<file path="src/hw/pbd_pkg.sv">
// Constants, register map and state carrier for the phase build-out control.
// Assumes a 40 MHz clock and byte-wide register accesses on a 7-bit address.
package pbd_pkg;

    // ----------------------------------------
    // Clock and timing
    // ----------------------------------------
    localparam int CLK_MHZ       = 40;
    localparam int GAP_NS        = 2500;  // Longest tolerated single gap
    localparam int GAP_CYC       = (GAP_NS * CLK_MHZ) / 1000;
    localparam int HIT_WIN_US    = 1000;  // Window for repeated gaps
    localparam int DETECT_US     = 1000;  // Out-of-range detection time
    localparam int RESTORE_US    = 10000; // Quality good before reuse

    // ----------------------------------------
    // Register offsets and fields
    // ----------------------------------------
    localparam logic [6:0] ADR_HOLD_LO = 7'h41;
    localparam logic [6:0] ADR_HOLD_HI = 7'h42;
    localparam logic [6:0] ADR_PBO_CTL = 7'h48;
    localparam logic [6:0] ADR_FREEZE  = 7'h4f;
    localparam logic [6:0] ADR_BW      = 7'h69;
    localparam logic [6:0] ADR_ADJ_LO  = 7'h70;
    localparam logic [6:0] ADR_ADJ_HI  = 7'h71;
    localparam logic [6:0] ADR_BIAS    = 7'h72;
    localparam logic [6:0] ADR_AUTO    = 7'h76;
    localparam logic [6:0] ADR_STATUS  = 7'h79;
    localparam int BIT_PBO_EN = 2;
    localparam int BIT_AUTO   = 4;
    localparam int BIT_FREEZE = 0;

    // ----------------------------------------
    // Ranges and reset values
    // ----------------------------------------
    localparam logic [3:0] BW_MAX       = 4'h9;    // Ten corner steps
    localparam logic [9:0] HOLD_IN_DEF  = 10'h073; // 9.2 ppm / 0.08 ppm
    localparam logic [9:0] HOLD_IN_MAX  = 10'h3e8; // 80 ppm / 0.08 ppm
    localparam logic signed [7:0] BIAS_LIM = 8'sh0e; // 1.4 ns / 0.101 ns

    // ----------------------------------------
    // Build-out sequencer and state carrier
    // ----------------------------------------
    typedef enum logic [1:0] {
        ST_IDLE = 2'b01,
        ST_HOLD = 2'b10
    } pbd_fsm_e;

    typedef struct packed {
        pbd_fsm_e           st;
        logic [1:0]         sel;
        logic               sel_ok;
        logic [3:0]         unsvc;
        logic               pbo_en;
        logic               auto_pbo;
        logic               freeze;
        logic [3:0]         bw;
        logic [9:0]         hold_in;
        logic [7:0]         adj_lo;
        logic               lo_wr;
        logic signed [15:0] adj;
        logic signed [7:0]  bias;
        logic signed [15:0] acc;
        logic [19:0]        gap;
        logic [1:0]         hits;
        logic [19:0]        win;
        logic [19:0]        oor;
        logic [3:0][19:0]   good;
        logic               evt;
        logic [7:0]         rdata;
    } pbd_state_s;

    localparam pbd_state_s PBD_RST = '{
        st: ST_IDLE, pbo_en: 1'b1, hold_in: HOLD_IN_DEF, default: '0};

endpackage : pbd_pkg

</file>
<file path="src/hw/pbd_dpll_ctrl.sv">
// Phase build-out control, reference qualification and fine phase adjust.
// Assumes register accesses decoded from the serial port, and a DPLL that
// reports lock, the selected reference's frequency offset and phase.
`timescale 1ns/1ps
`default_nettype none

module pbd_dpll_ctrl
    import pbd_pkg::*;
#(
    parameter int WIN_CYC     = HIT_WIN_US * CLK_MHZ,
    parameter int DETECT_CYC  = DETECT_US * CLK_MHZ,
    parameter int RESTORE_CYC = RESTORE_US * CLK_MHZ
) (
    // Clock and reset
    input  wire logic               clock,
    input  wire logic               reset,
    // Register port
    input  wire logic [6:0]         reg_addr,
    input  wire logic [7:0]         reg_wdata,
    input  wire logic               reg_wr,
    input  wire logic               reg_rd,
    output logic      [7:0]         reg_rdata,
    // Reference monitors
    input  wire logic [3:0]         ref_active,
    input  wire logic [3:0]         ref_jitter_bad,
    input  wire logic signed [10:0] sel_freq_off,
    // DPLL side
    input  wire logic               dpll_locked,
    input  wire logic signed [15:0] phase_meas,
    input  wire logic               phase_meas_valid,
    output logic      [1:0]         sel_ref,
    output logic                    sel_valid,
    output logic      [3:0]         unserviceable,
    output logic                    holdover_active,
    output logic                    pbo_event,
    output logic signed [15:0]      buildout_offset,
    output logic signed [15:0]      fb_phase_shift,
    output logic      [3:0]         bandwidth_step,
    output logic      [9:0]         hold_in_limit
);

    // ----------------------------------------
    // Helpers
    // ----------------------------------------
    function automatic logic wr_to(input logic [6:0] a);
        wr_to = reg_wr && (reg_addr == a);
    endfunction : wr_to

    function automatic logic [1:0] pick(input logic [3:0] ok);
        pick = 2'd0;
        for (int i = 3; i >= 0; i--) begin
            if (ok[i]) begin
                pick = i[1:0];
            end
        end
    endfunction : pick

    pbd_state_s s_r;
    pbd_state_s s_nxt;
    logic [3:0] ok_w;
    logic       fail_w;
    logic       pbo_live_w;
    logic       en_rise_w;
    logic signed [15:0] comp_w;
    logic [10:0] mag_w;

    // ----------------------------------------
    // Next state
    // ----------------------------------------
    always_comb begin
        s_nxt = s_r;
        s_nxt.evt = 1'b0;
        mag_w = sel_freq_off[10] ? 11'(-sel_freq_off) : sel_freq_off;
        // Register writes
        if (wr_to(ADR_PBO_CTL)) begin
            s_nxt.pbo_en = reg_wdata[BIT_PBO_EN];
        end
        if (wr_to(ADR_AUTO)) begin
            s_nxt.auto_pbo = reg_wdata[BIT_AUTO];
        end
        if (wr_to(ADR_FREEZE)) begin
            s_nxt.freeze = reg_wdata[BIT_FREEZE];
        end
        if (wr_to(ADR_BW)) begin
            s_nxt.bw = (reg_wdata[3:0] > BW_MAX) ? BW_MAX : reg_wdata[3:0];
        end
        if (wr_to(ADR_HOLD_LO)) begin
            s_nxt.hold_in[7:0] = reg_wdata;
        end
        if (wr_to(ADR_HOLD_HI)) begin
            s_nxt.hold_in[9:8] = reg_wdata[1:0];
        end
        if (s_nxt.hold_in > HOLD_IN_MAX) begin
            s_nxt.hold_in = HOLD_IN_MAX;
        end
        // Bias clamped to its symmetric range
        if (wr_to(ADR_BIAS)) begin
            s_nxt.bias = $signed(reg_wdata);
            if ($signed(reg_wdata) > BIAS_LIM) s_nxt.bias = BIAS_LIM;
            if ($signed(reg_wdata) < -BIAS_LIM) s_nxt.bias = -BIAS_LIM;
        end
        // Low byte is only shadowed, so a half update never moves the output
        if (wr_to(ADR_ADJ_LO)) begin
            s_nxt.adj_lo = reg_wdata;
            s_nxt.lo_wr  = 1'b1;
        end
        if (wr_to(ADR_ADJ_HI) && s_r.lo_wr) begin
            s_nxt.adj   = {reg_wdata, s_r.adj_lo};
            s_nxt.lo_wr = 1'b0;
        end
        // Gap tracking on the selected reference
        if (!ref_active[s_r.sel] && s_r.sel_ok) begin
            s_nxt.gap = s_r.gap + 20'd1;
            if (s_r.gap == '0) begin
                s_nxt.hits = s_r.hits + 2'd1;
                s_nxt.win  = 20'(WIN_CYC);
            end
        end else begin
            s_nxt.gap = '0;
        end
        // Expiry must not swallow the hit counted by a gap starting now
        if (s_r.win != '0) begin
            s_nxt.win = s_nxt.win - 20'd1;
        end else if (s_r.gap == '0 && s_nxt.gap == '0) begin
            s_nxt.hits = '0;
        end
        // Hold-in check on the selected reference
        if (mag_w > {1'b0, s_r.hold_in}) begin
            s_nxt.oor = s_r.oor + 20'd1;
        end else begin
            s_nxt.oor = '0;
        end
        // Long gap, second gap in window, off-range or jitter
        fail_w = s_r.sel_ok && ((s_r.gap >= 20'(GAP_CYC))
               || (s_r.hits >= 2'd2)
               || (s_r.oor >= 20'(DETECT_CYC))
               || ref_jitter_bad[s_r.sel]);
        // Recovery qualification per reference
        for (int i = 0; i < 4; i++) begin
            if (ref_active[i] && !ref_jitter_bad[i]) begin
                if (s_r.good[i] != 20'(RESTORE_CYC)) s_nxt.good[i] = s_r.good[i] + 20'd1;
            end else begin
                s_nxt.good[i] = '0;
            end
            if (s_r.good[i] == 20'(RESTORE_CYC)) s_nxt.unsvc[i] = 1'b0;
        end
        ok_w = ~s_nxt.unsvc & ref_active;
        if (fail_w) begin
            s_nxt.unsvc[s_r.sel] = 1'b1;
            ok_w[s_r.sel] = 1'b0;
            s_nxt.gap  = '0;
            s_nxt.hits = '0;
            s_nxt.oor  = '0;
        end
        // Non-revertive: reselect only after failure or when none held
        if (fail_w || !s_r.sel_ok) begin
            s_nxt.sel    = pick(ok_w);
            s_nxt.sel_ok = |ok_w;
        end
        // Build-out events
        pbo_live_w = s_r.pbo_en && !s_r.freeze;
        en_rise_w  = s_nxt.pbo_en && !s_r.pbo_en && dpll_locked && !s_r.freeze;
        if ((fail_w && |ok_w && pbo_live_w) || en_rise_w) begin
            s_nxt.evt = 1'b1;
            s_nxt.st  = ST_HOLD;
        end
        comp_w = s_r.acc - phase_meas + 16'(s_r.bias);
        case (s_r.st)
            ST_IDLE: begin
            end
            ST_HOLD: begin
                if (s_r.freeze || !s_r.pbo_en) begin
                    s_nxt.st = ST_IDLE; // Freeze keeps present offset
                end else if (phase_meas_valid && !s_nxt.evt) begin
                    s_nxt.acc = comp_w;
                    s_nxt.st  = ST_IDLE;
                end
            end
            default: begin
                s_nxt.st = ST_IDLE;
            end
        endcase
        // Disabled build-out lets the DPLL pull back to zero error
        if (!s_nxt.pbo_en) begin
            s_nxt.acc = '0;
            s_nxt.st  = ST_IDLE;
        end
        // Registered read data
        if (reg_rd) begin
            case (reg_addr)
                ADR_PBO_CTL: s_nxt.rdata = 8'(s_r.pbo_en) << BIT_PBO_EN;
                ADR_AUTO:    s_nxt.rdata = 8'(s_r.auto_pbo) << BIT_AUTO;
                ADR_FREEZE:  s_nxt.rdata = 8'(s_r.freeze) << BIT_FREEZE;
                ADR_BW:      s_nxt.rdata = {4'h0, s_r.bw};
                ADR_HOLD_LO: s_nxt.rdata = s_r.hold_in[7:0];
                ADR_HOLD_HI: s_nxt.rdata = {6'h00, s_r.hold_in[9:8]};
                ADR_ADJ_LO:  s_nxt.rdata = s_r.adj[7:0];
                ADR_ADJ_HI:  s_nxt.rdata = s_r.adj[15:8];
                ADR_BIAS:    s_nxt.rdata = s_r.bias;
                ADR_STATUS:  s_nxt.rdata = {s_r.sel_ok, s_r.st == ST_HOLD,
                                            s_r.sel, s_r.unsvc};
                default:     s_nxt.rdata = 8'h00;
            endcase
        end
    end

    // ----------------------------------------
    // State register
    // ----------------------------------------
    always_ff @(posedge clock) begin
        if (reset) begin
            s_r <= PBD_RST;
        end else begin
            s_r <= s_nxt;
        end
    end

    // ----------------------------------------
    // Outputs
    // ----------------------------------------
    assign reg_rdata       = s_r.rdata;
    assign sel_ref         = s_r.sel;
    assign sel_valid       = s_r.sel_ok;
    assign unserviceable   = s_r.unsvc;
    assign holdover_active = (s_r.st == ST_HOLD);
    assign pbo_event       = s_r.evt;
    assign buildout_offset = s_r.acc;
    assign bandwidth_step  = s_r.bw;
    assign hold_in_limit   = s_r.hold_in;
    // Feedback shift lets the DPLL slew outputs at its own bandwidth
    assign fb_phase_shift  = (s_r.pbo_en || s_r.auto_pbo) ? 16'sh0000 : s_r.adj;

    // ----------------------------------------
    // Checks
    // ----------------------------------------
    a_event_holdover: assert property (@(posedge clock) disable iff (reset)
        pbo_event |-> holdover_active) else $error("event without holdover");
    a_comp_applied: assert property (@(posedge clock) disable iff (reset)
        holdover_active && phase_meas_valid && s_r.pbo_en && !s_r.freeze && !pbo_event && !fail_w
        |=> buildout_offset == $past(comp_w) && !holdover_active) else $error("bad compensation");
    a_disable_zero: assert property (@(posedge clock) disable iff (reset)
        !s_r.pbo_en |-> buildout_offset == 16'sh0000 && !holdover_active) else $error("offset kept");
    a_frozen_steady: assert property (@(posedge clock) disable iff (reset)
        s_r.freeze && s_r.pbo_en ##1 s_r.pbo_en |-> $stable(buildout_offset) && !pbo_event)
        else $error("frozen offset moved");
    a_fine_gated: assert property (@(posedge clock) disable iff (reset)
        (s_r.pbo_en || s_r.auto_pbo) |-> fb_phase_shift == 16'sh0000) else $error("adjust leaked");
    a_pair_shadow: assert property (@(posedge clock) disable iff (reset)
        reg_wr && reg_addr == ADR_ADJ_LO |=> $stable(s_r.adj)) else $error("half adjust applied");
    a_bw_range: assert property (@(posedge clock) disable iff (reset)
        bandwidth_step <= BW_MAX) else $error("bandwidth out of range");
    a_bias_range: assert property (@(posedge clock) disable iff (reset)
        s_r.bias <= BIAS_LIM && s_r.bias >= -BIAS_LIM) else $error("bias out of range");
    a_fail_drop: assert property (@(posedge clock) disable iff (reset)
        fail_w |=> (unserviceable[$past(s_r.sel)] && sel_ref != $past(s_r.sel)) || !sel_valid)
        else $error("failed reference kept");

endmodule : pbd_dpll_ctrl

`default_nettype wire

</file>
<file path="config.mk">
export PLATFORM = sky130hd
export DESIGN_NAME = pbd_dpll_ctrl
export DESIGN_NICKNAME = d
export VERILOG_FILES = /design/src/hw/pbd_pkg.sv /design/src/hw/pbd_dpll_ctrl.sv
export SDC_FILE = /design/constraint.sdc
export NUM_CORES = 1
export LEC_CHECK = 0
export BUFFER_PORTS_ARGS = -buffer_cell sky130_fd_sc_hd__buf_2
export CAP_MARGIN = 20
export CORE_MARGIN = 4
export CORE_UTILIZATION = 43
export CTS_CLUSTER_DIAMETER = 50
export DETAILED_ROUTE_END_ITERATION = 10
export PLACE_DENSITY_LB_ADDON = 0.3
export RECOVER_POWER = 50
export SKIP_LAST_GASP = 1
export SLEW_MARGIN = 25
export SYNTH_ARGS = -nofsm -noshare
export SYNTH_HDL_FRONTEND = slang
export SYNTH_SLANG_ARGS = --single-unit
</file>
<file path="constraint.sdc">
create_clock -name clock -period 3.2 [get_ports clock]
set_input_delay 0 -clock clock [delete_from_list [all_inputs] [get_ports clock]]
set_output_delay 0 -clock clock [all_outputs]
set_load 0.05 [all_outputs]
</file>
==> summary.md, run 1 <==
| Metric | Value |
|---|---|
| Status | finished, violations left |
| Failing checks | max-capacitance violations, max-slew violations |
| Mapped cell area | around 12000 µm² |
| EDFF count, synth | 0 |
| Placed Cells | 1949 |
| Predominant post-synthesis flop cell | dfxtp_1 |
| Crit. End Element | flop |
| Largest net degree at the start of global routing | between 50 and 60 |
| F_max | 338 MHz |
| Area of the multi-input gates | approximately 7000 µm² |
| First-pass GRT wire length | 50200 µm |
| PnR worst setup slack | 0.241 ns |
| Post-CTS Setup Bufs | 0 |
| Period utilization | approximately 92% |
| Pre-CTS worst setup slack | 0.251 ns |
| Sinks on Clock Net | 226 |
| Antenna Nets Post-Route | 0 |
| Via count | 10900 |
| Synth warnings | 0 |
| Residual DRC | 0 |
| Total negative setup slack | 0 ns |
| Layout area overhead | 15.0% |
| Wire per inst | around 15 µm |
| Violation count after the first detailed-routing iteration | 893 |
| Post-Syn Area per Cell | about 8.2 µm² |
| CTS Buffer Depth | 3 |
| Synth Register Bits | between 200 and 250 |
| Seq/Total Area, Yosys | 36.3% |
| Worst-skew pair later-pin latency | 0.55 ns |
| Initial antenna violation count | 2 |
| Setup CP Type | flop to flop |
| Worst-path fanout max | 4 |
| Slew Viols, Final | 36 |
| Slowest CP cell | fa_1 |
| Critical Path Max Stage Delay | 0.56 ns |
| Slew HR | -15.1% |
| Final wirelength | 31200 µm |
| Filler cells | 2750 |
| Die height | 178 µm |
| N_diodes | 0 |
| CP Launch Type | flop |
| Clk pin slew, worst setup/hold paths | ~0.06 ns |
| RSZ-0062 raised after global routing | false |
| Hold Vio Cnt, Final | 0 |
| Maximum VDD drop | 401 µV |
| Syn Inst Count | 1521 |
| Die footprint | 31800 µm² |
| Nets@finish | 1727 |
| Final clock skew | 0.0145 ns |
| Synth async-reset ratio | 0% |
| CP cell instances | inv_1 > fa_1 > inv_1 > ha_1 > a21o_1 > a221o_1 > o211ai_1 > a31oi_1 > o211ai_1 > a31oi_1 > a41o_1 |
| CTS tree | yes |
| Final Critical Period | ~3.0 ns |
| Dpl hpwl | 22500 µm |
| Power density over the cells | 554 nW/µm² |
| Yosys cell types | 79 |
| GRT Residual Overflow | 0 |
| Via-per-instance ratio | approximately 5.4 |
| I/O Buffers | 118 |
| FF+latch area | about 4500 µm² |
| Worst-Margin Slew | 1.73 ns |
| Die width | 178 µm |
| Site row count | slightly above 60 |
| Top delay family on crit path | compound AO/OA/AOI/OAI gates |
| Arr. time, crit path | 3.39 ns |
| # IOs | 119 |
| Layout cell share with drive strength beyond 1 | 10.8% |
| Min Hold Slack | 0.0291 ns |
| RD Place Congestion | 0.889 |
| Setup violators final | 0 |
| CP bufs+invs | 2 |
| Hold Path Class | input pin to flop |
| Root Buffer | clkbuf_16 |
| Gr usage total | 18.9% |
| DR pass1 iterations | 5 |
| Num CTS Buffers | 31 |
| Number of global-route vias before repair | approximately 10000 |
| Leak pwr | 5.31 nW |
| Critical Path RT | 3.63 ns |
| Cell Count, Final, Fillers Out | between 2000 and 2500 |
| H-tree depth | 1 |
| Max Cap Viol | 1 |
| Total core area | around 29000 µm² |
| Initial Util | 43.6% |
cell type report:
class,count,area share [%]
inverter,99,2.59
multi-input combinational,1103,49.4
sequential,226,31.6
tap,384,3.35
clock inverter,16,1.21
clock buffer,41,6.23
timing repair buffer,152,5.68
cells in the mapped netlist, types with 15 or more instances:
| library cell | count | share of area [%] |
|---|---|---|
| a21oi_1 | 101 | 4.1 |
| and2_1 | 23 | 1.2 |
| and3_1 | 24 | 1.2 |
| buf_4 | 45 | 2.7 |
| clkbuf_1 | 56 | 1.7 |
| dfxtp_1 | 226 | 36 |
| fa_1 | 15 | 2.4 |
| ha_1 | 43 | 4.3 |
| inv_1 | 98 | 2.9 |
| mux2i_1 | 17 | 1.4 |
| nand2_1 | 143 | 4.3 |
| nand2b_1 | 17 | 0.85 |
| nand3_1 | 78 | 3.1 |
| nand4_1 | 25 | 1.3 |
| nor2_1 | 161 | 4.8 |
| nor3_1 | 49 | 2.0 |
| nor4_1 | 18 | 0.90 |
| o21ai_0 | 46 | 1.8 |
| or3_1 | 23 | 1.2 |
| xnor2_1 | 58 | 4.1 |
| xor2_1 | 62 | 4.4 |
worst paths after layout:
check | startpoint | endpoint | slack, ns | cells past startpoint
max | buildout_offset[1] | buildout_offset[15] | 0.24 | 11
max reg2reg | buildout_offset[1] | buildout_offset[15] | 0.24 | 11
min reg2reg | s_r[194] | s_r[177] | 0.45 | 2
min | reg_addr[4] | s_r[215] | 0.03 | 6
per-layer routing:
layer / track usage, % / share of wire, %
met2: 32.1 / 47
met3: 2.84 / 5.2
met5: 0 / 0.083
met1: 25.1 / 45
met4: 5.08 / 2.5
kinds of logic after synthesis:
family | count (synthesis) | share of synthesized area (%)
simple gates | 617 | 24.6
other cells | 1 | 0.0301
fa+ha+maj | 58 | 6.72
mux | 19 | 1.73
flops | 226 | 36.3
compound gates | 276 | 14.7
xor+xnor | 120 | 8.43
buf+inv | 204 | 7.51
worst register-to-register path, delay by kind of cell, from the launching register on:
| family | cells | cell delay (ns) |
|---|---|---|
| AOI/OAI and AO/OA | 7 | 1.53 |
| adders and majority gates | 2 | 0.84 |
| DFF | 1 | 0.36 |
| buffers and inverters | 2 | 0.13 |
per-stage QoR:
step / instance area [µm²] / total power, mW / util [%]
floorplan: 12500 / 4.18 / -
global placement: 13200 / 4.48 / 46.1
detailed placement: 13200 / 4.50 / 46.1
CTS: 14400 / 8.01 / 50.3
global route: 14300 / 8.33 / 50.1
finish: 14300 / 7.95 / 50.1
flip-flops by register name (all words and copies together) (netlist names):
| register | cells |
|---|---|
| bandwidth_step | 4 |
| buildout_offset | 16 |
| hold_in_limit | 10 |
| pbo_event | 1 |
| reg_rdata | 8 |
| s_r | 180 |
| sel_ref | 2 |
| sel_valid | 1 |
| unserviceable | 4 |
cells in the final DEF, fill, tap and decap left out, drive strengths merged, types with 24 or more instances in the layout:
cell	n
nor2	162
a21oi	101
xor2	62
dfxtp	226
ha	43
nand3	78
nand2	143
nor3	52
inv	105
clkbuf	93
and3	24
or3	24
nand4	25
o21ai	48
xnor2	58
buf	85
power breakdown:
group | switching (mW) | internal (mW) | total [mW]
combinational | 0.813 | 0.554 | 1.37
clock | 1.34 | 2.14 | 3.48
sequential | 0.142 | 2.96 | 3.10
total | 2.29 | 5.66 | 7.95
repair_timing:
item | CTS | global route
hold endpoints to repair | 52 | 0
gates resized for setup | 0 | 1
hold buffers | 15 | 0
setup endpoints to repair | 0 | 1
(Power assumes the default switching activity.)
==> inputs of run 2 (changes only) <==
--- a/config.mk
+++ b/config.mk
@@ -11,7 +11,6 @@
 export CORE_UTILIZATION = 43
 export CTS_CLUSTER_DIAMETER = 50
 export DETAILED_ROUTE_END_ITERATION = 10
-export PLACE_DENSITY_LB_ADDON = 0.3
 export RECOVER_POWER = 50
 export SKIP_LAST_GASP = 1
 export SLEW_MARGIN = 25
==> run 2 against run 1 <==
Compared with the run above: combinational power about the same; clock-buffer cell count decreased by 5; setup slack got worse by 0.043 ns; the flow now finishes without violations; via count decreased by 1.4%; core utilization about the same; maximum frequency decreased by 1.4%; critical path depth unchanged; clock skew increased by 0.0062 ns; global-route usage about the same.
==> summary.md, run 2 (synthesized netlist as in run 1, its figures left out) <==
| Metric | Value |
|---|---|
| Critical Path RT | 3.63 ns (about the same) |
| Cts repair resizes | 0 (unchanged) |
| Total negative setup slack | 0 ns (unchanged) |
| Wire length on met1 | 14700 µm (+4.2%) |
| Most common cell after layout, fill and taps aside | dfxtp_1 |
| H-tree depth | 1 (unchanged) |
| Max reg flops | 180 (unchanged) |
| CTS Buffer Depth | 3 (unchanged) |
| Max Cap Viol | 0 (-1) |
| Slowest CP cell | fa_1 |
| Antenna Nets Post-Route | 0 (unchanged) |
| DR WL met2 | 13800 µm (-6.2%) |
| Residual DRC | 0 (unchanged) |
| Leak pwr | 5.30 nW (about the same) |
| Reg2reg path depth | 11 (unchanged) |
| Sinks on Clock Net | 226 (unchanged) |
| GRT Residual Overflow | 0 (unchanged) |
| Crit. Startpoint | buildout_offset[1] |
| Die width | 178 µm (unchanged) |
| Number of global-route vias before repair | 9870 (-2.9%) |
| Via-per-instance ratio | 5.33 (-1.2%) |
| Layout cell share with drive strength beyond 1 | 10.5% (-0.23 points) |
| Critical path depth | 11 (unchanged) |
| Total core area | 28600 µm² (unchanged) |
| Setup crit end | buildout_offset[15] |
| Final Critical Period | 3.00 ns (+0.0430 ns) |
| Setup violators final | 0 (unchanged) |
| F_max | 333 MHz (-1.4%) |
| Die footprint | 31800 µm² (unchanged) |
| Die height | 178 µm (unchanged) |
| Top delay family on crit path | compound AO/OA/AOI/OAI gates |
| Crit. End Element | flop |
| Via count | 10800 (-1.4%) |
| First-pass GRT wire length | 50100 µm (-0.16%) |
| Arr. time, crit path | 3.44 ns (+0.05 ns) |
| Hold Buf Count CTS | 18 (+3) |
| Status | complete, no violations |
| Setup CP Type | flop to flop |
| CP bufs+invs | 2 (unchanged) |
| Worst-path fanout max | 4 (unchanged) |
| RD Place Congestion | 0.927 (+4.3%) |
| Final wirelength | 31300 µm (+0.34%) |
| Hold Vio Cnt, Final | 0 (unchanged) |
| WL met3 | 2130 µm (+30%) |
| I/O Buffers | 118 (unchanged) |
| Layout area overhead | 14.9% (about the same) |
| DR pass1 iterations | 6 (+1) |
| Nets@finish | 1728 (+0.058%) |
| Initial antenna violation count | 0 (-2) |
| Cell Count, Final, Fillers Out | 2018 (-0.15%) |
| Post-CTS Setup Bufs | 0 (unchanged) |
| Root Buffer | clkbuf_16 |
| Slew Viols, Final | 0 (-100%) |
| Final instance area | 14300 µm² (about the same) |
| Violation count after the first detailed-routing iteration | 703 (-21%) |
| Site row count | 62 (unchanged) |
| Power density over the cells | 551 nW/µm² (-0.63%) |
| Final Util | 50.1% (about the same) |
| Hold Path Class | input pin to flop |
| Critical Path Max Stage Delay | 0.56 ns (about the same) |
| Initial Util | 43.6% (unchanged) |
| Critical R2R Launch | buildout_offset[1] |
| Total power | 7.89 mW (-0.70%) |
| Gr usage total | 18.9% (about the same) |
| Most frequent cells in the layout | dfxtp_1 (226), nor2_1 (161), nand2_1 (143) |
| RSZ-0062 raised after global routing | false |
| CTS tree | yes |
| Area post-placement | 13200 µm² (unchanged) |
| Final clock skew | 0.0207 ns (+0.00620 ns) |
| Wire per inst | 15.5 µm (+0.49%) |
| R2r setup slk | 0.20 ns (-0.04 ns) |
| Maximum VDD drop | 354 µV (-12%) |
| Worst-skew pair later-pin latency | 0.55 ns (about the same) |
| # IOs | 119 (unchanged) |
| Worst-Margin Slew | 1.44 ns (-0.290 ns) |
| Placed Cells | 1949 (unchanged) |
| Largest net degree at the start of global routing | 70 (+27%) |
| CP cell instances | inv_1 > fa_1 > inv_1 > ha_1 > a21o_1 > a221o_1 > o211ai_1 > a31oi_1 > o211ai_1 > a31oi_1 > a41o_1 |
| Period utilization | 93.8% (+1.3 points) |
| Slew HR | 4.19% (+19 points) |
| Max layer used | met4 |
| Dpl hpwl | 22700 µm (+0.63%) |
| Reg with most FFs | s_r |
| N_diodes | 0 (unchanged) |
| Clk pin slew, worst setup/hold paths | 0.06 ns (about the same) |
| CP Launch Type | flop |
| Num CTS Buffers | 29 (-6.5%) |
| FF-to-FF End | buildout_offset[15] |
run 2: layout make-up:
type                    instances  area (µm²)
clock buffers                  36         802
inverters                      99         372
repair buffers                155         851
fillers                      2790       14300
well taps                     384         480
flip-flops and latches        226        4520
clock inverters                15         220
multi-input cells            1103        7080
run 2: stage by stage:
stage                     worst slack (ns)  hold slack [ns]
after floorplan                      0.188            0.136
after global routing                0.0354           0.0584
after global placement               0.310            0.327
final                                0.198           0.0402
after detailed placement             0.234            0.329
after CTS                            0.212          0.00846
run 2: how the worst min path moves through the flow:
stage | from | to | slack (ns) | cells after the start
finish | reg_addr[1] | s_r[215] | 0.04 | 6
global route | phase_meas[0] | buildout_offset[1] | 0.06 | 4
CTS | phase_meas[0] | buildout_offset[1] | 0.008 | 4
detailed placement | reg_wdata[6] | s_r[189] | 0.33 | 3
global placement | reg_wdata[5] | s_r[188] | 0.33 | 3
floorplan | reg_wdata[5] | s_r[188] | 0.14 | 2
run 2: power by group:
group / total (mW) / switching (mW) / internal [mW]
registers: 3.10 / 0.138 / 2.96
clock network: 3.43 / 1.25 / 2.17
logic: 1.37 / 0.813 / 0.558
total: 7.89 / 2.20 / 5.69
run 2: routing by layer:
metal  vias up  track usage, %
li1       5429               -
met1      4984            26.3
met2       282            30.2
met3        55            3.52
met4         0            5.15
met5         -               0
run 2: worst reg2reg max path, cell delays in order (launching register included):
cell and delay [ns]:
dfxtp_1 0.36, inv_1 0.07, fa_1 0.56, inv_1 0.06, ha_1 0.28, a21o_1 0.19
a221o_1 0.35, o211ai_1 0.28, a31oi_1 0.16, o211ai_1 0.25, a31oi_1 0.12, a41o_1 0.21
